[config.mk]
export PLATFORM = sky130hd
export DESIGN_NAME = ppio_top
export DESIGN_NICKNAME = d
export VERILOG_FILES = /design/src/verilog/ppio_sync.v /design/src/verilog/ppio_pin_cell.v /design/src/verilog/ppio_top.v
export VERILOG_INCLUDE_DIRS = /design/src /design/src/verilog
export SDC_FILE = /design/constraint.sdc
export NUM_CORES = 1
export LEC_CHECK = 0
export BUFFER_PORTS_ARGS = -buffer_cell sky130_fd_sc_hd__buf_2
export CAP_MARGIN = 20
export CORE_AREA = 2 2 115 117
export CTS_CLUSTER_DIAMETER = 200
export CTS_CLUSTER_SIZE = 14
export DETAILED_ROUTE_END_ITERATION = 10
export DIE_AREA = 0 0 117 119
export PLACE_DENSITY = 0.69
export SETUP_SLACK_MARGIN = 0.5
export SLEW_MARGIN = 25
export SYNTH_ARGS = -nofsm -noshare
export SYNTH_HDL_FRONTEND = slang
export SYNTH_HIERARCHICAL = 1
export SYNTH_SLANG_ARGS = --single-unit
[constraint.sdc]
create_clock -name clk_i -period 3.95 [get_ports clk_i]
set_input_delay 0.395 -clock clk_i [delete_from_list [all_inputs] [get_ports clk_i]]
set_output_delay 0.395 -clock clk_i [all_outputs]
set_load 0.01 [all_outputs]
[src/verilog/ppio_regs.vh]
`ifndef PPIO_REGS_VH
`define PPIO_REGS_VH

// ----------------------------------------------------------------------
// Register indexes; the byte address is four times the index.
// ----------------------------------------------------------------------
`define PPIO_IDX_PB_PIN 6'h16
`define PPIO_IDX_PB_DIR 6'h17
`define PPIO_IDX_PB_LATCH 6'h18
`define PPIO_IDX_PC_PIN 6'h13
`define PPIO_IDX_PC_DIR 6'h14
`define PPIO_IDX_PC_LATCH 6'h15
`define PPIO_IDX_CTRL 6'h20
`define PPIO_IDX_STATUS 6'h21

// ----------------------------------------------------------------------
// Reset values.
// ----------------------------------------------------------------------
`define PPIO_RST_PORT 8'h00
`define PPIO_RST_CTRL 4'h0

// ----------------------------------------------------------------------
// Control register fields.
// ----------------------------------------------------------------------
`define PPIO_CTRL_SPI_EN 0
`define PPIO_CTRL_SPI_MASTER 1
`define PPIO_CTRL_POWER_DOWN 2
`define PPIO_CTRL_TIMER_TWO_ASYNC 3

// ----------------------------------------------------------------------
// Status register fields.
// ----------------------------------------------------------------------
`define PPIO_STAT_SPI_SLAVE_ACTIVE 0
`define PPIO_STAT_CMP_NEG_ROUTED 1
`define PPIO_STAT_CMP_POS_ROUTED 2
`define PPIO_STAT_XTAL_ON_PINS 3

// ----------------------------------------------------------------------
// Second port pin positions.
// ----------------------------------------------------------------------
`define PPIO_PB_SCK 7
`define PPIO_PB_MISO 6
`define PPIO_PB_MOSI 5
`define PPIO_PB_SEL 4
`define PPIO_PB_CMP_NEG 3
`define PPIO_PB_CMP_POS 2
`define PPIO_PB_CNT_ONE 1
`define PPIO_PB_CNT_ZERO 0

`endif

[src/verilog/ppio_sync.v]
// ----------------------------------------------------------------------
// Two flip-flop synchroniser for a group of pin inputs.
// ----------------------------------------------------------------------
module ppio_sync #(
  parameter WIDTH = 8
) (
  input wire clk_i,
  input wire rst_i,
  input wire [WIDTH-1:0] async_i,
  output reg [WIDTH-1:0] sync_o
);

  reg [WIDTH-1:0] meta;

  always @(posedge clk_i) begin
    if (rst_i) begin
      meta <= {WIDTH{1'b0}};
      sync_o <= {WIDTH{1'b0}};
    end else begin
      meta <= async_i;
      sync_o <= meta;
    end
  end

endmodule // ppio_sync

[src/verilog/ppio_pin_cell.v]
// ----------------------------------------------------------------------
// One pin driver: direction, output level and pull-up.
// The drive flops clear at once on reset so the pin floats with no clock.
// ----------------------------------------------------------------------
module ppio_pin_cell (
  input wire clk_i,
  input wire rst_i,
  input wire dir_i,
  input wire latch_i,
  input wire force_in_i,
  input wire detach_i,
  output reg pin_o,
  output reg oe_n_o,
  output reg pullup_o
);

  wire next_drive;
  wire next_pullup;

  assign next_drive = dir_i & ~force_in_i & ~detach_i;
  assign next_pullup = latch_i & ~next_drive & ~detach_i;

  always @(posedge clk_i or posedge rst_i) begin
    if (rst_i) begin
      pin_o <= 1'b0;
      oe_n_o <= 1'b1;
      pullup_o <= 1'b0;
    end else begin
      pin_o <= latch_i & next_drive;
      oe_n_o <= ~next_drive;
      pullup_o <= next_pullup;
    end
  end

endmodule // ppio_pin_cell

[src/verilog/ppio_top.v]
// Decided for this implementation: the Wishbone register port.
`include "ppio_regs.vh"

// Contract
// As SPI slave the clock pin is input; as master its dir bit rules.
// As SPI master the master-in pin is input; as slave its dir bit rules.
// As SPI slave the master-out pin is input; as master its dir bit rules.
// As SPI slave the select pin is input; as master its dir bit rules.
// As slave the SPI is active only while the far master holds select low.
// A pin forced to input by the SPI role keeps its latch-driven pull-up.
// Second-port bits 3 and 2, inputs without pull-up, feed the comparator.
// In power-down sleep both comparator pins lose their input buffers.
// Second-port bits 1 and 0 feed the counter one and zero count sources.
// Every pin input passes a system-clock synchroniser before any use.
// Third port: 8-bit latch, 8-bit direction and a read-only pin sample.
// Reads of the latch give the latch; pin-sample reads give synced pins.
// A third-port pin drives its latch bit when its dir bit is one.
// A third-port pull-up is on only for an input with its latch bit set.
// All port pins tristate as soon as reset asserts, even with no clock.
// With the timer-two async select set, third-port pins 6 and 7 detach.
// With the SPI off, the serial pins are plain I/O under dir and latch.
module ppio_top #(
  parameter WIDTH = 8
) (
  input wire clk_i,
  input wire rst_i,
  input wire wb_cyc_i,
  input wire wb_stb_i,
  input wire wb_we_i,
  input wire [7:0] wb_adr_i,
  input wire [3:0] wb_sel_i,
  input wire [31:0] wb_dat_i,
  output reg [31:0] wb_dat_o,
  output reg wb_ack_o,
  input wire [WIDTH-1:0] second_port_pin_i,
  output wire [WIDTH-1:0] second_port_pin_o,
  output wire [WIDTH-1:0] second_port_oe_n_o,
  output wire [WIDTH-1:0] second_port_pullup_o,
  input wire [WIDTH-1:0] third_port_pin_i,
  output wire [WIDTH-1:0] third_port_pin_o,
  output wire [WIDTH-1:0] third_port_oe_n_o,
  output wire [WIDTH-1:0] third_port_pullup_o,
  output reg spi_slave_active_o,
  output reg comparator_negative_input_o,
  output reg comparator_positive_input_o,
  output reg [1:0] comparator_buffer_off_o,
  output reg counter_one_count_source_o,
  output reg counter_zero_count_source_o,
  output reg crystal_on_pins_o
);

  // --------------------------------------------------------------------
  // Address decode.
  // --------------------------------------------------------------------
  function hit;
    input [7:0] adr;
    input [5:0] idx;
    begin
      hit = (adr == {idx, 2'b00});
    end
  endfunction

  reg [WIDTH-1:0] second_port_latch;
  reg [WIDTH-1:0] second_port_direction;
  reg [WIDTH-1:0] third_port_latch;
  reg [WIDTH-1:0] third_port_direction;
  reg [3:0] ctrl;

  wire [WIDTH-1:0] second_sync;
  wire [WIDTH-1:0] third_sync;
  wire [WIDTH-1:0] second_force_in;
  wire [WIDTH-1:0] third_detach;
  wire [WIDTH-1:0] second_port_pin_sample;
  wire [WIDTH-1:0] third_port_pin_sample;
  wire spi_en;
  wire spi_master;
  wire spi_slave;
  wire power_down;
  wire timer_two_async_select;
  wire access;
  wire wr_lane;
  wire next_cmp_neg_routed;
  wire next_cmp_pos_routed;
  reg [31:0] next_rdata;

  assign spi_en = ctrl[`PPIO_CTRL_SPI_EN];
  assign spi_master = spi_en & ctrl[`PPIO_CTRL_SPI_MASTER];
  assign spi_slave = spi_en & ~ctrl[`PPIO_CTRL_SPI_MASTER];
  assign power_down = ctrl[`PPIO_CTRL_POWER_DOWN];
  assign timer_two_async_select = ctrl[`PPIO_CTRL_TIMER_TWO_ASYNC];
  assign access = wb_cyc_i & wb_stb_i & ~wb_ack_o;
  assign wr_lane = access & wb_we_i & wb_sel_i[0];

  // --------------------------------------------------------------------
  // Pin input synchronisers.
  // --------------------------------------------------------------------
  ppio_sync #(
    .WIDTH(WIDTH)
  ) u_second_sync (
    .clk_i(clk_i),
    .rst_i(rst_i),
    .async_i(second_port_pin_i),
    .sync_o(second_sync)
  );

  ppio_sync #(
    .WIDTH(WIDTH)
  ) u_third_sync (
    .clk_i(clk_i),
    .rst_i(rst_i),
    .async_i(third_port_pin_i),
    .sync_o(third_sync)
  );

  // --------------------------------------------------------------------
  // Direction overrides of the second port and pin detach of the third port.
  // --------------------------------------------------------------------
  genvar g;
  generate
    for (g = 0; g < WIDTH; g = g + 1) begin : g_force
      if (g == `PPIO_PB_SCK || g == `PPIO_PB_MOSI ||
          g == `PPIO_PB_SEL) begin : g_slave_in
        assign second_force_in[g] = spi_slave;
      end else if (g == `PPIO_PB_MISO) begin : g_master_in
        assign second_force_in[g] = spi_master;
      end else begin : g_plain
        assign second_force_in[g] = 1'b0;
      end
      if (g >= 6) begin : g_xtal
        assign third_detach[g] = timer_two_async_select;
      end else begin : g_io
        assign third_detach[g] = 1'b0;
      end
    end
  endgenerate

  // --------------------------------------------------------------------
  // Pin drivers.
  // --------------------------------------------------------------------
  generate
    for (g = 0; g < WIDTH; g = g + 1) begin : g_pins
      ppio_pin_cell u_second (
        .clk_i(clk_i),
        .rst_i(rst_i),
        .dir_i(second_port_direction[g]),
        .latch_i(second_port_latch[g]),
        .force_in_i(second_force_in[g]),
        .detach_i(1'b0),
        .pin_o(second_port_pin_o[g]),
        .oe_n_o(second_port_oe_n_o[g]),
        .pullup_o(second_port_pullup_o[g])
      );
      ppio_pin_cell u_third (
        .clk_i(clk_i),
        .rst_i(rst_i),
        .dir_i(third_port_direction[g]),
        .latch_i(third_port_latch[g]),
        .force_in_i(1'b0),
        .detach_i(third_detach[g]),
        .pin_o(third_port_pin_o[g]),
        .oe_n_o(third_port_oe_n_o[g]),
        .pullup_o(third_port_pullup_o[g])
      );
    end
  endgenerate

  // --------------------------------------------------------------------
  // Pin samples as seen by software.
  // --------------------------------------------------------------------
  assign second_port_pin_sample = second_sync &
    ~({{(WIDTH-4){1'b0}}, power_down, power_down, 2'b00});
  assign third_port_pin_sample = third_sync & ~third_detach;

  assign next_cmp_neg_routed = ~second_port_direction[`PPIO_PB_CMP_NEG] &
    ~second_port_latch[`PPIO_PB_CMP_NEG];
  assign next_cmp_pos_routed = ~second_port_direction[`PPIO_PB_CMP_POS] &
    ~second_port_latch[`PPIO_PB_CMP_POS];

  // --------------------------------------------------------------------
  // Alternate-function outputs.
  // --------------------------------------------------------------------
  always @(posedge clk_i) begin
    if (rst_i) begin
      spi_slave_active_o <= 1'b0;
      comparator_negative_input_o <= 1'b0;
      comparator_positive_input_o <= 1'b0;
      comparator_buffer_off_o <= 2'b00;
      counter_one_count_source_o <= 1'b0;
      counter_zero_count_source_o <= 1'b0;
      crystal_on_pins_o <= 1'b0;
    end else begin
      spi_slave_active_o <= spi_slave & ~second_sync[`PPIO_PB_SEL];
      comparator_negative_input_o <= next_cmp_neg_routed &
        second_sync[`PPIO_PB_CMP_NEG];
      comparator_positive_input_o <= next_cmp_pos_routed &
        second_sync[`PPIO_PB_CMP_POS];
      comparator_buffer_off_o <= {power_down, power_down};
      counter_one_count_source_o <= second_sync[`PPIO_PB_CNT_ONE];
      counter_zero_count_source_o <= second_sync[`PPIO_PB_CNT_ZERO];
      crystal_on_pins_o <= timer_two_async_select;
    end
  end

  // --------------------------------------------------------------------
  // Register writes.
  // --------------------------------------------------------------------
  always @(posedge clk_i) begin
    if (rst_i) begin
      second_port_latch <= `PPIO_RST_PORT;
      second_port_direction <= `PPIO_RST_PORT;
      third_port_latch <= `PPIO_RST_PORT;
      third_port_direction <= `PPIO_RST_PORT;
      ctrl <= `PPIO_RST_CTRL;
    end else if (wr_lane) begin
      if (hit(wb_adr_i, `PPIO_IDX_PB_LATCH)) begin
        second_port_latch <= wb_dat_i[WIDTH-1:0];
      end
      if (hit(wb_adr_i, `PPIO_IDX_PB_DIR)) begin
        second_port_direction <= wb_dat_i[WIDTH-1:0];
      end
      if (hit(wb_adr_i, `PPIO_IDX_PC_LATCH)) begin
        third_port_latch <= wb_dat_i[WIDTH-1:0];
      end
      if (hit(wb_adr_i, `PPIO_IDX_PC_DIR)) begin
        third_port_direction <= wb_dat_i[WIDTH-1:0];
      end
      if (hit(wb_adr_i, `PPIO_IDX_CTRL)) begin
        ctrl <= wb_dat_i[3:0];
      end
    end
  end

  // --------------------------------------------------------------------
  // Read mux and acknowledge.
  // --------------------------------------------------------------------
  always @* begin
    next_rdata = 32'h0000_0000;
    if (hit(wb_adr_i, `PPIO_IDX_PB_LATCH)) begin
      next_rdata[WIDTH-1:0] = second_port_latch;
    end else if (hit(wb_adr_i, `PPIO_IDX_PB_DIR)) begin
      next_rdata[WIDTH-1:0] = second_port_direction;
    end else if (hit(wb_adr_i, `PPIO_IDX_PB_PIN)) begin
      next_rdata[WIDTH-1:0] = second_port_pin_sample;
    end else if (hit(wb_adr_i, `PPIO_IDX_PC_LATCH)) begin
      next_rdata[WIDTH-1:0] = third_port_latch;
    end else if (hit(wb_adr_i, `PPIO_IDX_PC_DIR)) begin
      next_rdata[WIDTH-1:0] = third_port_direction;
    end else if (hit(wb_adr_i, `PPIO_IDX_PC_PIN)) begin
      next_rdata[WIDTH-1:0] = third_port_pin_sample;
    end else if (hit(wb_adr_i, `PPIO_IDX_CTRL)) begin
      next_rdata[3:0] = ctrl;
    end else if (hit(wb_adr_i, `PPIO_IDX_STATUS)) begin
      next_rdata[`PPIO_STAT_SPI_SLAVE_ACTIVE] = spi_slave_active_o;
      next_rdata[`PPIO_STAT_CMP_NEG_ROUTED] = next_cmp_neg_routed;
      next_rdata[`PPIO_STAT_CMP_POS_ROUTED] = next_cmp_pos_routed;
      next_rdata[`PPIO_STAT_XTAL_ON_PINS] = crystal_on_pins_o;
    end
  end

  always @(posedge clk_i) begin
    if (rst_i) begin
      wb_ack_o <= 1'b0;
      wb_dat_o <= 32'h0000_0000;
    end else begin
      wb_ack_o <= access;
      if (access && !wb_we_i) begin
        wb_dat_o <= next_rdata;
      end
    end
  end

endmodule // ppio_top

==> results of run 1 <==
==> per-layer routing <==
metal | routed length, um | up-vias | share of wire
met2 | 6360 | 154 | 0.49
met1 | 5640 | 1895 | 0.43
met5 | 0 | - | 0
met3 | 827 | 23 | 0.063
li1 | - | 1975 | -
met4 | 251 | 0 | 0.019
==> stage by stage <==
step,worst slack (ns),total power (uW),utilization,hold WS [ns]
after floorplan,1.91,1510,-,0.148
after global placement,1.34,1550,0.495,0.424
after detailed placement,1.32,1550,0.495,0.425
after CTS,1.66,3210,0.545,0.156
after global routing,1.58,3290,0.545,0.193
final,1.72,3190,0.545,0.164
==> logic make-up after synthesis <==
| logic type | after synthesis | share of synthesized area |
|---|---|---|
| other | 1 | 0.000667 |
| buffers and inverters | 70 | 0.0688 |
| muxes | 34 | 0.0628 |
| DFF | 132 | 0.517 |
| and+or+nand+nor | 215 | 0.278 |
| AOI/OAI and AO/OA | 58 | 0.0728 |
==> worst paths after layout <==
| path | from | to | slack, ns | cells after the start |
|---|---|---|---|---|
| worst max-delay path | wb_ack_o | second_port_latch[6] | 1.72 | 4 |
| worst min-delay path | rst_i | g_pins[1].u_second/pullup_o | 0.16 | 2 |
| worst max register to register | wb_ack_o | second_port_latch[6] | 1.72 | 4 |
| worst min register to register | u_second_sync/meta[1] | u_second_sync/sync_o[1] | 0.44 | 1 |
| max in group asynchronous | rst_i | g_pins[4].u_third/oe_n_o | 3.20 | 3 |
| min in group clk_i | third_port_pin_i[6] | u_third_sync/meta[6] | 0.19 | 2 |
==> worst register-to-register path, delay by kind of cell (launching register included) <==
| family | cells | cell delay [ns] |
|---|---|---|
| AND/OR/NAND/NOR | 3 | 1.48 |
| multiplexers | 1 | 0.28 |
| flip-flops | 1 | 0.33 |
==> power breakdown <==
part | switching (uW) | total, uW | internal [uW] | leakage, uW
Clock | 561 | 1660 | 1100 | 0.000310
Combinational | 103 | 157 | 54.5 | 0.00149
Sequential | 7.49 | 1370 | 1360 | 0.00130
==> layout make-up <==
class,instances,share of cell area
clock buffers,24,0.0734
flip-flops and latches,132,0.414
multi-input cells,385,0.374
well taps,176,0.0314
inverters,23,0.0123
clock inverters,8,0.0168
repair buffers,107,0.0785
==> cell usage in the layout (no fill, tap or decap), types with 5 or more instances in the layout <==
| cell type | count |
|---|---|
| mux2i_1 | 33 |
| dfxtp_1 | 84 |
| nor3_1 | 10 |
| buf_2 | 101 |
| buf_4 | 6 |
| dfstp_2 | 16 |
| o21ai_0 | 9 |
| a211oi_1 | 5 |
| nand3_1 | 8 |
| nor2b_4 | 16 |
| nand2b_1 | 22 |
| nor2b_1 | 11 |
| a221oi_1 | 5 |
| clkbuf_16 | 19 |
| nor2b_2 | 14 |
| and2b_2 | 12 |
| conb_1 | 78 |
| dfrtp_1 | 32 |
| nor2_1 | 50 |
| nor3b_1 | 18 |
| and3b_1 | 16 |
| a21oi_1 | 14 |
| inv_1 | 23 |
==> impl_metrics.prom, run 1 <==
# TYPE chip_impl_metric gauge
chip_impl_info{name="status",value="finished, final reports clean"} 1
chip_impl_info{name="cpMaxStageDelayCell",value="nor4_4"} 1
chip_impl_metric{name="antenna_cells",unit=""} 0
chip_impl_metric{name="first_pass_iters",unit=""} 5
chip_impl_metric{name="ctsLongestPathBuffers",unit=""} 2
chip_impl_info{name="ranking_of_synthesized_cells_by_area",value="dfxtp_1, dfrtp_1, dfstp_2, mux2i_1, nor2b_4"} 1
chip_impl_metric{name="grt_start_max_net_pins",unit=""} 65
chip_impl_metric{name="crit_path_max_incr_delay",unit="ns"} 0.98
chip_impl_metric{name="post_synth.cell_area_avg",unit="um2"} 11.0
chip_impl_metric{name="synthCells",unit=""} 510
chip_impl_metric{name="finish.instance_area",unit="mm2"} 0.00701
chip_impl_info{name="hold_class",value="input port to asynchronous set/reset pin"} 1
chip_impl_info{name="synthFlopType",value="dfxtp_1"} 1
chip_impl_info{name="timing.critical_path.max_delay_family",value="simple AND/OR/NAND/NOR gates"} 1
chip_impl_metric{name="multiInputGateArea",unit="mm2"} 0.00262
chip_impl_metric{name="post_cts_resized",unit=""} 0
chip_impl_info{name="critical_path.endpoint_type",value="flop"} 1
chip_impl_metric{name="port_buffers",unit=""} 102
chip_impl_metric{name="path_clk_slew",unit="ns"} 0.06
chip_impl_info{name="synth.most_common_cell",value="dfxtp_1"} 1
chip_impl_metric{name="final_hold_viol_count",unit=""} 0
chip_impl_metric{name="fin_crit",unit="ns"} 2.23
chip_impl_metric{name="first_iter_violations",unit=""} 274
chip_impl_info{name="path_class",value="flop to flop"} 1
chip_impl_metric{name="antenna_left",unit=""} 0
chip_impl_metric{name="drc",unit=""} 0
chip_impl_metric{name="timing.critical_path.buf_inv",unit=""} 0
chip_impl_metric{name="globalRouteMet2Util",unit=""} 0.309
chip_impl_metric{name="post-place-cells",unit=""} 823
chip_impl_metric{name="drive_gt1_frac",unit=""} 0.305
chip_impl_info{name="timing.critical_path.from_type",value="flop"} 1
chip_impl_metric{name="worst_slew_margin_rel",unit=""} 0.356
chip_impl_info{name="synthTopCellsByCount",value="dfxtp_1, nor2_1, mux2i_1, dfrtp_1, buf_4"} 1
chip_impl_metric{name="ys_ff_latch",unit=""} 132
chip_impl_metric{name="final_nets",unit=""} 731
chip_impl_metric{name="route.vias.total",unit=""} 4047
chip_impl_metric{name="ys_warn_count",unit=""} 6
chip_impl_metric{name="max_freq",unit="MHz"} 448
chip_impl_metric{name="fillerInstances",unit=""} 1146
chip_impl_metric{name="avgViaCountPerCell",unit=""} 4.73
chip_impl_metric{name="slew_violations",unit=""} 0
chip_impl_metric{name="cts_max_level",unit=""} 4
chip_impl_metric{name="postCtsSetupRepairBufs",unit=""} 0
chip_impl_info{name="yosysTopAreaCell",value="dfxtp_1"} 1
chip_impl_metric{name="crit_fanout",unit=""} 8
chip_impl_info{name="unrepaired_setup_endpoints_after_global_routing",value="false"} 1
chip_impl_metric{name="final_cell_count_no_fill",unit=""} 855
chip_impl_metric{name="dpl-instance-area",unit="mm2"} 0.00638
chip_impl_metric{name="routedWlPerCell",unit="um"} 15.3
chip_impl_metric{name="final_setup_violation_count",unit=""} 0
chip_impl_metric{name="row_count",unit=""} 42
chip_impl_info{name="clk_root_buffer_cell",value="clkbuf_16"} 1
chip_impl_metric{name="seq_area_frac_synth",unit=""} 0.517
chip_impl_metric{name="use_met3",unit=""} 0.0478
chip_impl_metric{name="grt.met1_usage",unit=""} 0.249
chip_impl_metric{name="grt_first_pass_wirelength",unit="um"} 20100
chip_impl_metric{name="finalClockSkew",unit="ns"} 0.00945
chip_impl_metric{name="wl",unit="um"} 13100
chip_impl_info{name="tritoncts_clock_tree",value="built"} 1
chip_impl_metric{name="leakagePower",unit="uW"} 0.00310
chip_impl_metric{name="synth_enable_flop_cells",unit=""} 0
chip_impl_metric{name="cts.sinks",unit=""} 132
chip_impl_metric{name="globalRoute.totalOverflow",unit=""} 0
chip_impl_info{name="critical_path.cell_chain",value="nand3b_1, nor4_4, mux2i_1, nor2_1"} 1
chip_impl_info{name="global_route.peak_usage_layer",value="met2"} 1
chip_impl_metric{name="synthesis.area",unit="mm2"} 0.00562
chip_impl_metric{name="asyncSetResetFlopFracSynth",unit=""} 0.364
chip_impl_metric{name="timing.critical_path.required",unit="ns"} 4.22
chip_impl_metric{name="max-vdd-ir-drop",unit="mV"} 0.264
chip_impl_metric{name="clock_latency_on_the_worst_skew_pair",unit="ns"} 0.41
chip_impl_metric{name="core_region_area",unit="mm2"} 0.0129
chip_impl_metric{name="place.detailed.hpwl",unit="um"} 9210
chip_impl_metric{name="max_cap_violations",unit=""} 0
chip_impl_metric{name="gp_routability_congestion",unit=""} 0.951
chip_impl_metric{name="number_of_antenna_violations_at_the_first_check_in_global_routing",unit=""} 0
chip_impl_metric{name="io_pins",unit=""} 154
chip_impl_metric{name="areaGrowthSynthToFinish",unit="%"} 24.8
chip_impl_metric{name="power.density",unit="mW/mm2"} 454
chip_impl_metric{name="die_y",unit="um"} 119
chip_impl_metric{name="cts-buffers-inserted",unit=""} 17
chip_impl_metric{name="fin_tns_setup",unit="ns"} 0
chip_impl_metric{name="die-area",unit="mm2"} 0.0139
chip_impl_metric{name="grt_pass1_vias",unit=""} 3825
chip_impl_metric{name="netlist.area_leader.share",unit=""} 0.299
chip_impl_metric{name="max_slew.worst_pin.slew",unit="ns"} 0.960
chip_impl_metric{name="layout.area.seq",unit="mm2"} 0.00290
chip_impl_metric{name="holdBufCountCts",unit=""} 0
chip_impl_metric{name="grt_use_total",unit=""} 0.194
chip_impl_metric{name="die_w",unit="um"} 117
chip_impl_metric{name="initial_core_util",unit=""} 0.436
chip_impl_metric{name="crit_arrival",unit="ns"} 2.50
chip_impl_metric{name="timing.final.crit_share",unit=""} 0.565
chip_impl_metric{name="synth_cell_type_count",unit=""} 56
(Power assumes the default switching activity.)
==> inputs of run 2 (changes only) <==
Settings changed: ABC_AREA set to 1, CORE_AREA 2 2 115 117 to 2 2 116 118, DIE_AREA 0 0 117 119 to 0 0 118 120.
Clock period 3.95 ns to 2.1 ns, I/O delays scaled along.
==> run 2 against run 1 <==
Effect of this change: the flow now finishes with violations (negative hold slack); sequential cell count unchanged; combinational power increased by 73%; utilization increased by 0.94 points; critical path type unchanged; largest cell class unchanged.
==> impl_metrics.prom, run 2 <==
# TYPE chip_impl_metric gauge
chip_impl_info{name="status",value="complete, but fails checks"} 1
chip_impl_info{name="violations",value="negative hold slack"} 1
chip_impl_metric{name="core_region_area",unit="mm2"} 0.0130
chip_impl_metric{name="seq_area_frac_synth",unit=""} 0.512
chip_impl_metric{name="leakagePower",unit="uW"} 0.00342
chip_impl_metric{name="fillerInstances",unit=""} 1216
chip_impl_metric{name="max_slew.worst_pin.slew",unit="ns"} 0.801
chip_impl_metric{name="grt_use_total",unit=""} 0.175
chip_impl_metric{name="synth_cell_type_count",unit=""} 34
chip_impl_metric{name="ctsLongestPathBuffers",unit=""} 2
chip_impl_metric{name="timing.critical_path.required",unit="ns"} 2.42
chip_impl_metric{name="wl",unit="um"} 11600
chip_impl_metric{name="fin_ws",unit="ns"} 0.635
chip_impl_metric{name="ys_ff_latch",unit=""} 132
chip_impl_metric{name="path_clk_slew",unit="ns"} 0.06
chip_impl_info{name="critical_path.endpoint_type",value="flop"} 1
chip_impl_metric{name="cts_max_level",unit=""} 4
chip_impl_metric{name="dpl_worst_slack",unit="ns"} 0.399
chip_impl_metric{name="number_of_antenna_violations_at_the_first_check_in_global_routing",unit=""} 0
chip_impl_metric{name="die_w",unit="um"} 118
chip_impl_metric{name="drc",unit=""} 0
chip_impl_metric{name="grt_pass1_vias",unit=""} 4024
chip_impl_metric{name="row_count",unit=""} 42
chip_impl_metric{name="route.vias.total",unit=""} 4350
chip_impl_metric{name="fin_util",unit=""} 0.554
chip_impl_metric{name="final_hold_viol_count",unit=""} 10
chip_impl_info{name="cpMaxStageDelayCell",value="dfxtp_1"} 1
chip_impl_metric{name="areaGrowthSynthToFinish",unit="%"} 26.8
chip_impl_metric{name="place.detailed.hpwl",unit="um"} 8320
chip_impl_info{name="synthFlopType",value="dfxtp_1"} 1
chip_impl_metric{name="max-vdd-ir-drop",unit="mV"} 0.439
chip_impl_metric{name="antenna_left",unit=""} 0
chip_impl_metric{name="synth_enable_flop_cells",unit=""} 0
chip_impl_metric{name="crit_path_max_incr_delay",unit="ns"} 0.31
chip_impl_metric{name="detail_route.wirelength.met1",unit="um"} 5200
chip_impl_metric{name="power_switching_share",unit=""} 0.210
chip_impl_metric{name="grt_first_pass_wirelength",unit="um"} 19400
chip_impl_info{name="synth.most_common_cell",value="inv_1"} 1
chip_impl_metric{name="die_y",unit="um"} 120
chip_impl_metric{name="synthCells",unit=""} 660
chip_impl_metric{name="finalClockSkew",unit="ns"} 0.00669
chip_impl_metric{name="port_buffers",unit=""} 102
chip_impl_metric{name="route.met2.wl",unit="um"} 5630
chip_impl_metric{name="clock_latency_on_the_worst_skew_pair",unit="ns"} 0.41
chip_impl_metric{name="fin_crit",unit="ns"} 1.46
chip_impl_info{name="synthTopCellsByCount",value="inv_1, nor2_1, dfxtp_1, nand2_1, nand3_1"} 1
chip_impl_metric{name="layout.area.seq",unit="mm2"} 0.00290
chip_impl_metric{name="switchingPower",unit="uW"} 1260
chip_impl_metric{name="pwr-share-comb",unit=""} 0.045
chip_impl_metric{name="design_power",unit="uW"} 6010
chip_impl_info{name="clk_root_buffer_cell",value="clkbuf_16"} 1
chip_impl_metric{name="post-place-cells",unit=""} 952
chip_impl_info{name="timing.critical_path.from_type",value="flop"} 1
chip_impl_metric{name="timing.critical_path.buf_inv",unit=""} 1
chip_impl_metric{name="cts-buffers-inserted",unit=""} 17
chip_impl_metric{name="gp_routability_congestion",unit=""} 0.863
chip_impl_metric{name="multiInputGateArea",unit="mm2"} 0.00206
chip_impl_metric{name="crit_fanout",unit=""} 12
chip_impl_info{name="most-common-layout-cells",value="inv_1, buf_2, nor2_1"} 1
chip_impl_metric{name="cts.sinks",unit=""} 132
chip_impl_info{name="yosysTopAreaCell",value="dfxtp_1"} 1
chip_impl_metric{name="final_setup_violation_count",unit=""} 0
chip_impl_metric{name="routedWlPerCell",unit="um"} 11.5
chip_impl_metric{name="max_freq",unit="MHz"} 683
chip_impl_metric{name="pwr-share-seq",unit=""} 0.427
chip_impl_metric{name="ys_warn_count",unit=""} 6
chip_impl_metric{name="post_synth.cell_area_avg",unit="um2"} 8.59
chip_impl_metric{name="final_nets",unit=""} 882
chip_impl_info{name="path_class",value="flop to flop"} 1
chip_impl_metric{name="first_iter_violations",unit=""} 206
chip_impl_metric{name="met3_length",unit="um"} 645
chip_impl_metric{name="die-area",unit="mm2"} 0.0142
chip_impl_metric{name="first_pass_iters",unit=""} 5
chip_impl_info{name="route.top_layer_used",value="met4"} 1
chip_impl_metric{name="worst_slew_margin_rel",unit=""} 0.466
chip_impl_metric{name="holdWs",unit="ns"} -0.0658
chip_impl_metric{name="crit_arrival",unit="ns"} 1.79
chip_impl_info{name="unrepaired_setup_endpoints_after_global_routing",value="false"} 1
chip_impl_info{name="layout_commonest_cell",value="inv_1"} 1
chip_impl_info{name="hold_class",value="input port to asynchronous set/reset pin"} 1
chip_impl_metric{name="initial_core_util",unit=""} 0.437
chip_impl_metric{name="fin_tns_setup",unit="ns"} 0
chip_impl_info{name="critical_path.cell_chain",value="nor2_2, nand3_4, nor4_4, buf_4, nor2_1, a211oi_1"} 1
chip_impl_metric{name="power.density",unit="mW/mm2"} 835
chip_impl_info{name="tritoncts_clock_tree",value="built"} 1
chip_impl_info{name="timing.critical_path.max_delay_family",value="simple AND/OR/NAND/NOR gates"} 1
chip_impl_metric{name="io_pins",unit=""} 154
chip_impl_metric{name="timing.final.crit_share",unit=""} 0.697
chip_impl_metric{name="synthesis.area",unit="mm2"} 0.00567
chip_impl_metric{name="final_cell_count_no_fill",unit=""} 1006
chip_impl_metric{name="antenna_cells",unit=""} 0
chip_impl_info{name="ranking_of_synthesized_cells_by_area",value="dfxtp_1, dfrtp_1, inv_1, dfstp_2, nor2_1"} 1
chip_impl_metric{name="drive_gt1_frac",unit=""} 0.312
chip_impl_metric{name="asyncSetResetFlopFracSynth",unit=""} 0.364
chip_impl_metric{name="netlist.area_leader.share",unit=""} 0.297
chip_impl_metric{name="globalRoute.totalOverflow",unit=""} 0
chip_impl_metric{name="share_clk_of_total_power",unit=""} 0.528
chip_impl_metric{name="cellInternalPower",unit="uW"} 4740
chip_impl_metric{name="grt_start_max_net_pins",unit=""} 94
chip_impl_metric{name="slew_violations",unit=""} 0
chip_impl_metric{name="max_cap_violations",unit=""} 0
chip_impl_metric{name="avgViaCountPerCell",unit=""} 4.32
run 2: metrics by stage:
| stage | hold WS, ns | instance area (um2) |
|---|---|---|
| floorplan | -0.0371 | 5850 |
| finish | -0.0658 | 7190 |
| detailed placement | 0.393 | 6300 |
| CTS | 0.101 | 7120 |
| global placement | 0.392 | 6300 |
| global route | 0.00368 | 7190 |
run 2: what timing repair did:
| action | in CTS | in global routing |
|---|---|---|
| endpoints found under the setup margin | 0 | 10 |
| hold endpoints to repair | 16 | 0 |
| hold buffers | 16 | 0 |
| setup buffers | 0 | 6 |
| resized for setup | 0 | 1 |
run 2: layout make-up:
| class | count | area share |
|---|---|---|
| flip-flops and latches | 132 | 0.404 |
| multi-input cells | 383 | 0.286 |
| repair buffers | 129 | 0.107 |
| inverters | 154 | 0.0808 |
| clock buffers | 22 | 0.0719 |
| well taps | 176 | 0.0306 |
| clock inverters | 10 | 0.0197 |
run 2: power by group through the flow:
stage                     combinational, uW  sequential, uW  clock, uW
after global placement                  242            2610          0
after detailed placement                245            2610          0
after CTS                               268            2560       3230
after floorplan                         207            2610          0
after global routing                    306            2560       3350
final                                   271            2560       3170
run 2: path summary, 6_finish.rpt:
check	startpoint	end	slack, ns	cells past startpoint
min in group clk_i	wb_dat_i[0]	second_port_latch[0]	0.12	3
max	wb_ack_o	second_port_direction[5]	0.64	6
min reg2reg	u_second_sync/meta[2]	u_second_sync/sync_o[2]	0.40	2
max in group asynchronous	rst_i	g_pins[3].u_second/oe_n_o	1.75	3
max reg2reg	wb_ack_o	second_port_direction[5]	0.64	6
min	rst_i	g_pins[2].u_third/pin_o	-0.07	2
run 2: kinds of logic (layout without fill, tap and decap cells):
family / count (synthesis) / after routing / share of synthesized area
compound gates: 50 / 50 / 0.0636
buf+inv: 194 / 315 / 0.159
flops: 132 / 132 / 0.512
other cells: 1 / 50 / 0.000661
simple gates: 283 / 283 / 0.265
run 2: per-layer routing:
metal | GRT usage | vias up
li1 | - | 2260
met1 | 0.216 | 1937
met2 | 0.296 | 143
met3 | 0.0518 | 10
met5 | 0 | -
met4 | 0.0572 | 0
==> inputs of run 3 (changes only) <==
Settings changed: PLACE_DENSITY 0.69 to 0.72.
Clock period 2.1 ns to 1.3 ns, I/O delays scaled along.
==> run 3 against run 2 <==
Effect of this change: the run ends with negative setup slack left; count of clock-buffer cells in the layout decreased by 4; global-route usage up 1.7 points; cell count rose by 3.9%; clock power grew 37%; sequential power is 62% higher; maximum frequency up 11%; clock skew is 0.0067 ns higher; routed wire length rose by 13%; power is 51% higher.
==> impl_metrics.prom, run 3 (same netlist as run 2, synthesis figures left out) <==
# TYPE chip_impl_metric gauge
chip_impl_info{name="status",value="complete, but fails checks"} 1
chip_impl_info{name="violations",value="negative setup slack"} 1
chip_impl_info{name="critical_path.endpoint_type",value="flop"} 1
chip_impl_metric{name="path_clk_slew",unit="ns"} 0.06
chip_impl_metric{name="leakagePower",unit="uW"} 0.00379
chip_impl_metric{name="die-area",unit="mm2"} 0.0142
chip_impl_metric{name="ctsLongestPathBuffers",unit=""} 2
chip_impl_metric{name="grt_use_total",unit=""} 0.192
chip_impl_metric{name="first_pass_iters",unit=""} 5
chip_impl_metric{name="core_region_area",unit="mm2"} 0.0130
chip_impl_info{name="hold_class",value="input port to flop"} 1
chip_impl_metric{name="route.vias.total",unit=""} 4599
chip_impl_metric{name="die_w",unit="um"} 118
chip_impl_metric{name="post-place-cells",unit=""} 981
chip_impl_metric{name="grt_first_pass_wirelength",unit="um"} 21200
chip_impl_info{name="tritoncts_clock_tree",value="built"} 1
chip_impl_info{name="timing.critical_path.from_type",value="flop"} 1
chip_impl_metric{name="initial_core_util",unit=""} 0.437
chip_impl_metric{name="avgViaCountPerCell",unit=""} 4.40
chip_impl_metric{name="cts.sinks",unit=""} 132
chip_impl_metric{name="drc",unit=""} 0
chip_impl_metric{name="routedWlPerCell",unit="um"} 12.6
chip_impl_metric{name="crit_arrival",unit="ns"} 1.67
chip_impl_metric{name="final_nets",unit=""} 921
chip_impl_metric{name="antenna_cells",unit=""} 0
chip_impl_metric{name="r2r.worst_path.cells",unit=""} 8
chip_impl_metric{name="wl",unit="um"} 13100
chip_impl_metric{name="final_hold_viol_count",unit=""} 0
chip_impl_metric{name="fillerInstances",unit=""} 1059
chip_impl_metric{name="power.density",unit="mW/mm2"} 1120
chip_impl_metric{name="finish.instance_area",unit="mm2"} 0.00807
chip_impl_metric{name="crit_fanout",unit=""} 7
chip_impl_metric{name="first_iter_violations",unit=""} 247
chip_impl_metric{name="drive_gt1_frac",unit=""} 0.443
chip_impl_info{name="layout_commonest_cell",value="inv_1"} 1
chip_impl_metric{name="max_cap_violations",unit=""} 0
chip_impl_metric{name="io_pins",unit=""} 154
chip_impl_metric{name="final_cell_count_no_fill",unit=""} 1045
chip_impl_metric{name="timing.final.crit_share",unit=""} 1.02
chip_impl_info{name="critPathCapture",value="second_port_latch[1]"} 1
chip_impl_metric{name="timing.critical_path.required",unit="ns"} 1.64
chip_impl_metric{name="grt_start_max_net_pins",unit=""} 29
chip_impl_metric{name="gp_routability_congestion",unit=""} 0.886
chip_impl_info{name="unrepaired_setup_endpoints_after_global_routing",value="true"} 1
chip_impl_metric{name="antenna_left",unit=""} 0
chip_impl_metric{name="ff2ff_setup_slack",unit="ns"} -0.03
chip_impl_info{name="crit-reg2reg-launch",value="wb_ack_o"} 1
chip_impl_metric{name="areaGrowthSynthToFinish",unit="%"} 42.3
chip_impl_metric{name="dpl-instance-area",unit="mm2"} 0.00669
chip_impl_metric{name="die_y",unit="um"} 120
chip_impl_metric{name="cts-buffers-inserted",unit=""} 17
chip_impl_metric{name="port_buffers",unit=""} 102
chip_impl_metric{name="max-vdd-ir-drop",unit="mV"} 0.701
chip_impl_metric{name="finalClockSkew",unit="ns"} 0.0134
chip_impl_metric{name="globalRoute.totalOverflow",unit=""} 0
chip_impl_info{name="r2r-end",value="second_port_latch[1]"} 1
chip_impl_metric{name="fin_ws",unit="ns"} -0.0252
chip_impl_info{name="path_class",value="flop to flop"} 1
chip_impl_metric{name="clock_latency_on_the_worst_skew_pair",unit="ns"} 0.42
chip_impl_metric{name="fin_crit",unit="ns"} 1.33
chip_impl_info{name="most-common-layout-cells",value="inv_1, buf_2, nand2_1"} 1
chip_impl_metric{name="slew_violations",unit=""} 0
chip_impl_metric{name="max_freq",unit="MHz"} 755
chip_impl_info{name="clk_root_buffer_cell",value="clkbuf_16"} 1
chip_impl_metric{name="number_of_antenna_violations_at_the_first_check_in_global_routing",unit=""} 0
chip_impl_metric{name="row_count",unit=""} 42
chip_impl_metric{name="final_setup_violation_count",unit=""} 8
chip_impl_metric{name="place.detailed.hpwl",unit="um"} 9200
chip_impl_metric{name="grt_pass1_vias",unit=""} 4337
chip_impl_metric{name="cts_max_level",unit=""} 4
chip_impl_info{name="startpoint",value="wb_ack_o"} 1
[run 3: worst min-delay path by stage]
stage / startpoint / to / slack, ns / cells past startpoint
after detailed placement: second_port_pin_i[0] / u_second_sync/meta[0] / 0.34 / 3
after CTS: wb_dat_i[2] / second_port_latch[2] / 0.01 / 3
final: wb_dat_i[2] / second_port_latch[2] / 0.04 / 3
after global placement: second_port_pin_i[1] / u_second_sync/meta[1] / 0.34 / 3
after floorplan: rst_i / g_pins[0].u_second/pin_o / -0.12 / 1
after global routing: wb_dat_i[2] / second_port_latch[2] / 0.03 / 3
[run 3: worst max-delay path, stage by stage (launching register included)]
cell and delay [ns]:
dfxtp_2 0.33, nor2_4 0.13, nand3_4 0.12, buf_12 0.17
nor2_4 0.12, buf_6 0.13, buf_6 0.11, nand2_2 0.05
a21oi_2 0.11
[run 3: repair_timing]
| action | 4_1_cts | 5_1_grt |
|---|---|---|
| endpoints found under the hold margin | 42 | 0 |
| resized for setup | 108 | 38 |
| pin swaps | 9 | 6 |
| endpoints found under the setup margin | 121 | 143 |
| hold buffers | 18 | 0 |
| buffers inserted | 7 | 7 |
[run 3: routing by layer]
layer,global-route usage,vias up,share of wire
li1,-,2337,-
met1,0.235,2108,0.42
met2,0.328,138,0.51
met3,0.0442,16,0.051
met4,0.0776,0,0.015
met5,0,-,0
[run 3: area by class of cell]
class	count	area (um2)	area share
clock buffers	18	429	0.0532
flip-flops and latches	132	2930	0.363
well taps	176	220	0.0273
repair buffers	168	1360	0.169
multi-input cells	383	2380	0.295
inverters	154	629	0.0780
clock inverters	14	115	0.0143
[run 3: through the flow]
step                power (uW)   util  hold slack, ns  setup WS (ns)  setup TNS [ns]
global placement          4690  0.515           0.337        -0.0600           -1.11
CTS                       9090  0.607          0.0123        -0.0245         -0.0790
finish                    9040  0.622          0.0394        -0.0252         -0.0919
detailed placement        4690  0.515           0.338        -0.0921           -1.56
floorplan                 4570      -          -0.117         0.0339               0
global route              9320  0.622          0.0328         -0.101           -1.84
[run 3: power by group]
group / switching, uW / internal, uW / total, uW
logic: 356 / 195 / 552
registers: 18.3 / 4120 / 4140
clock network: 1740 / 2610 / 4350
total: 2120 / 6920 / 9040
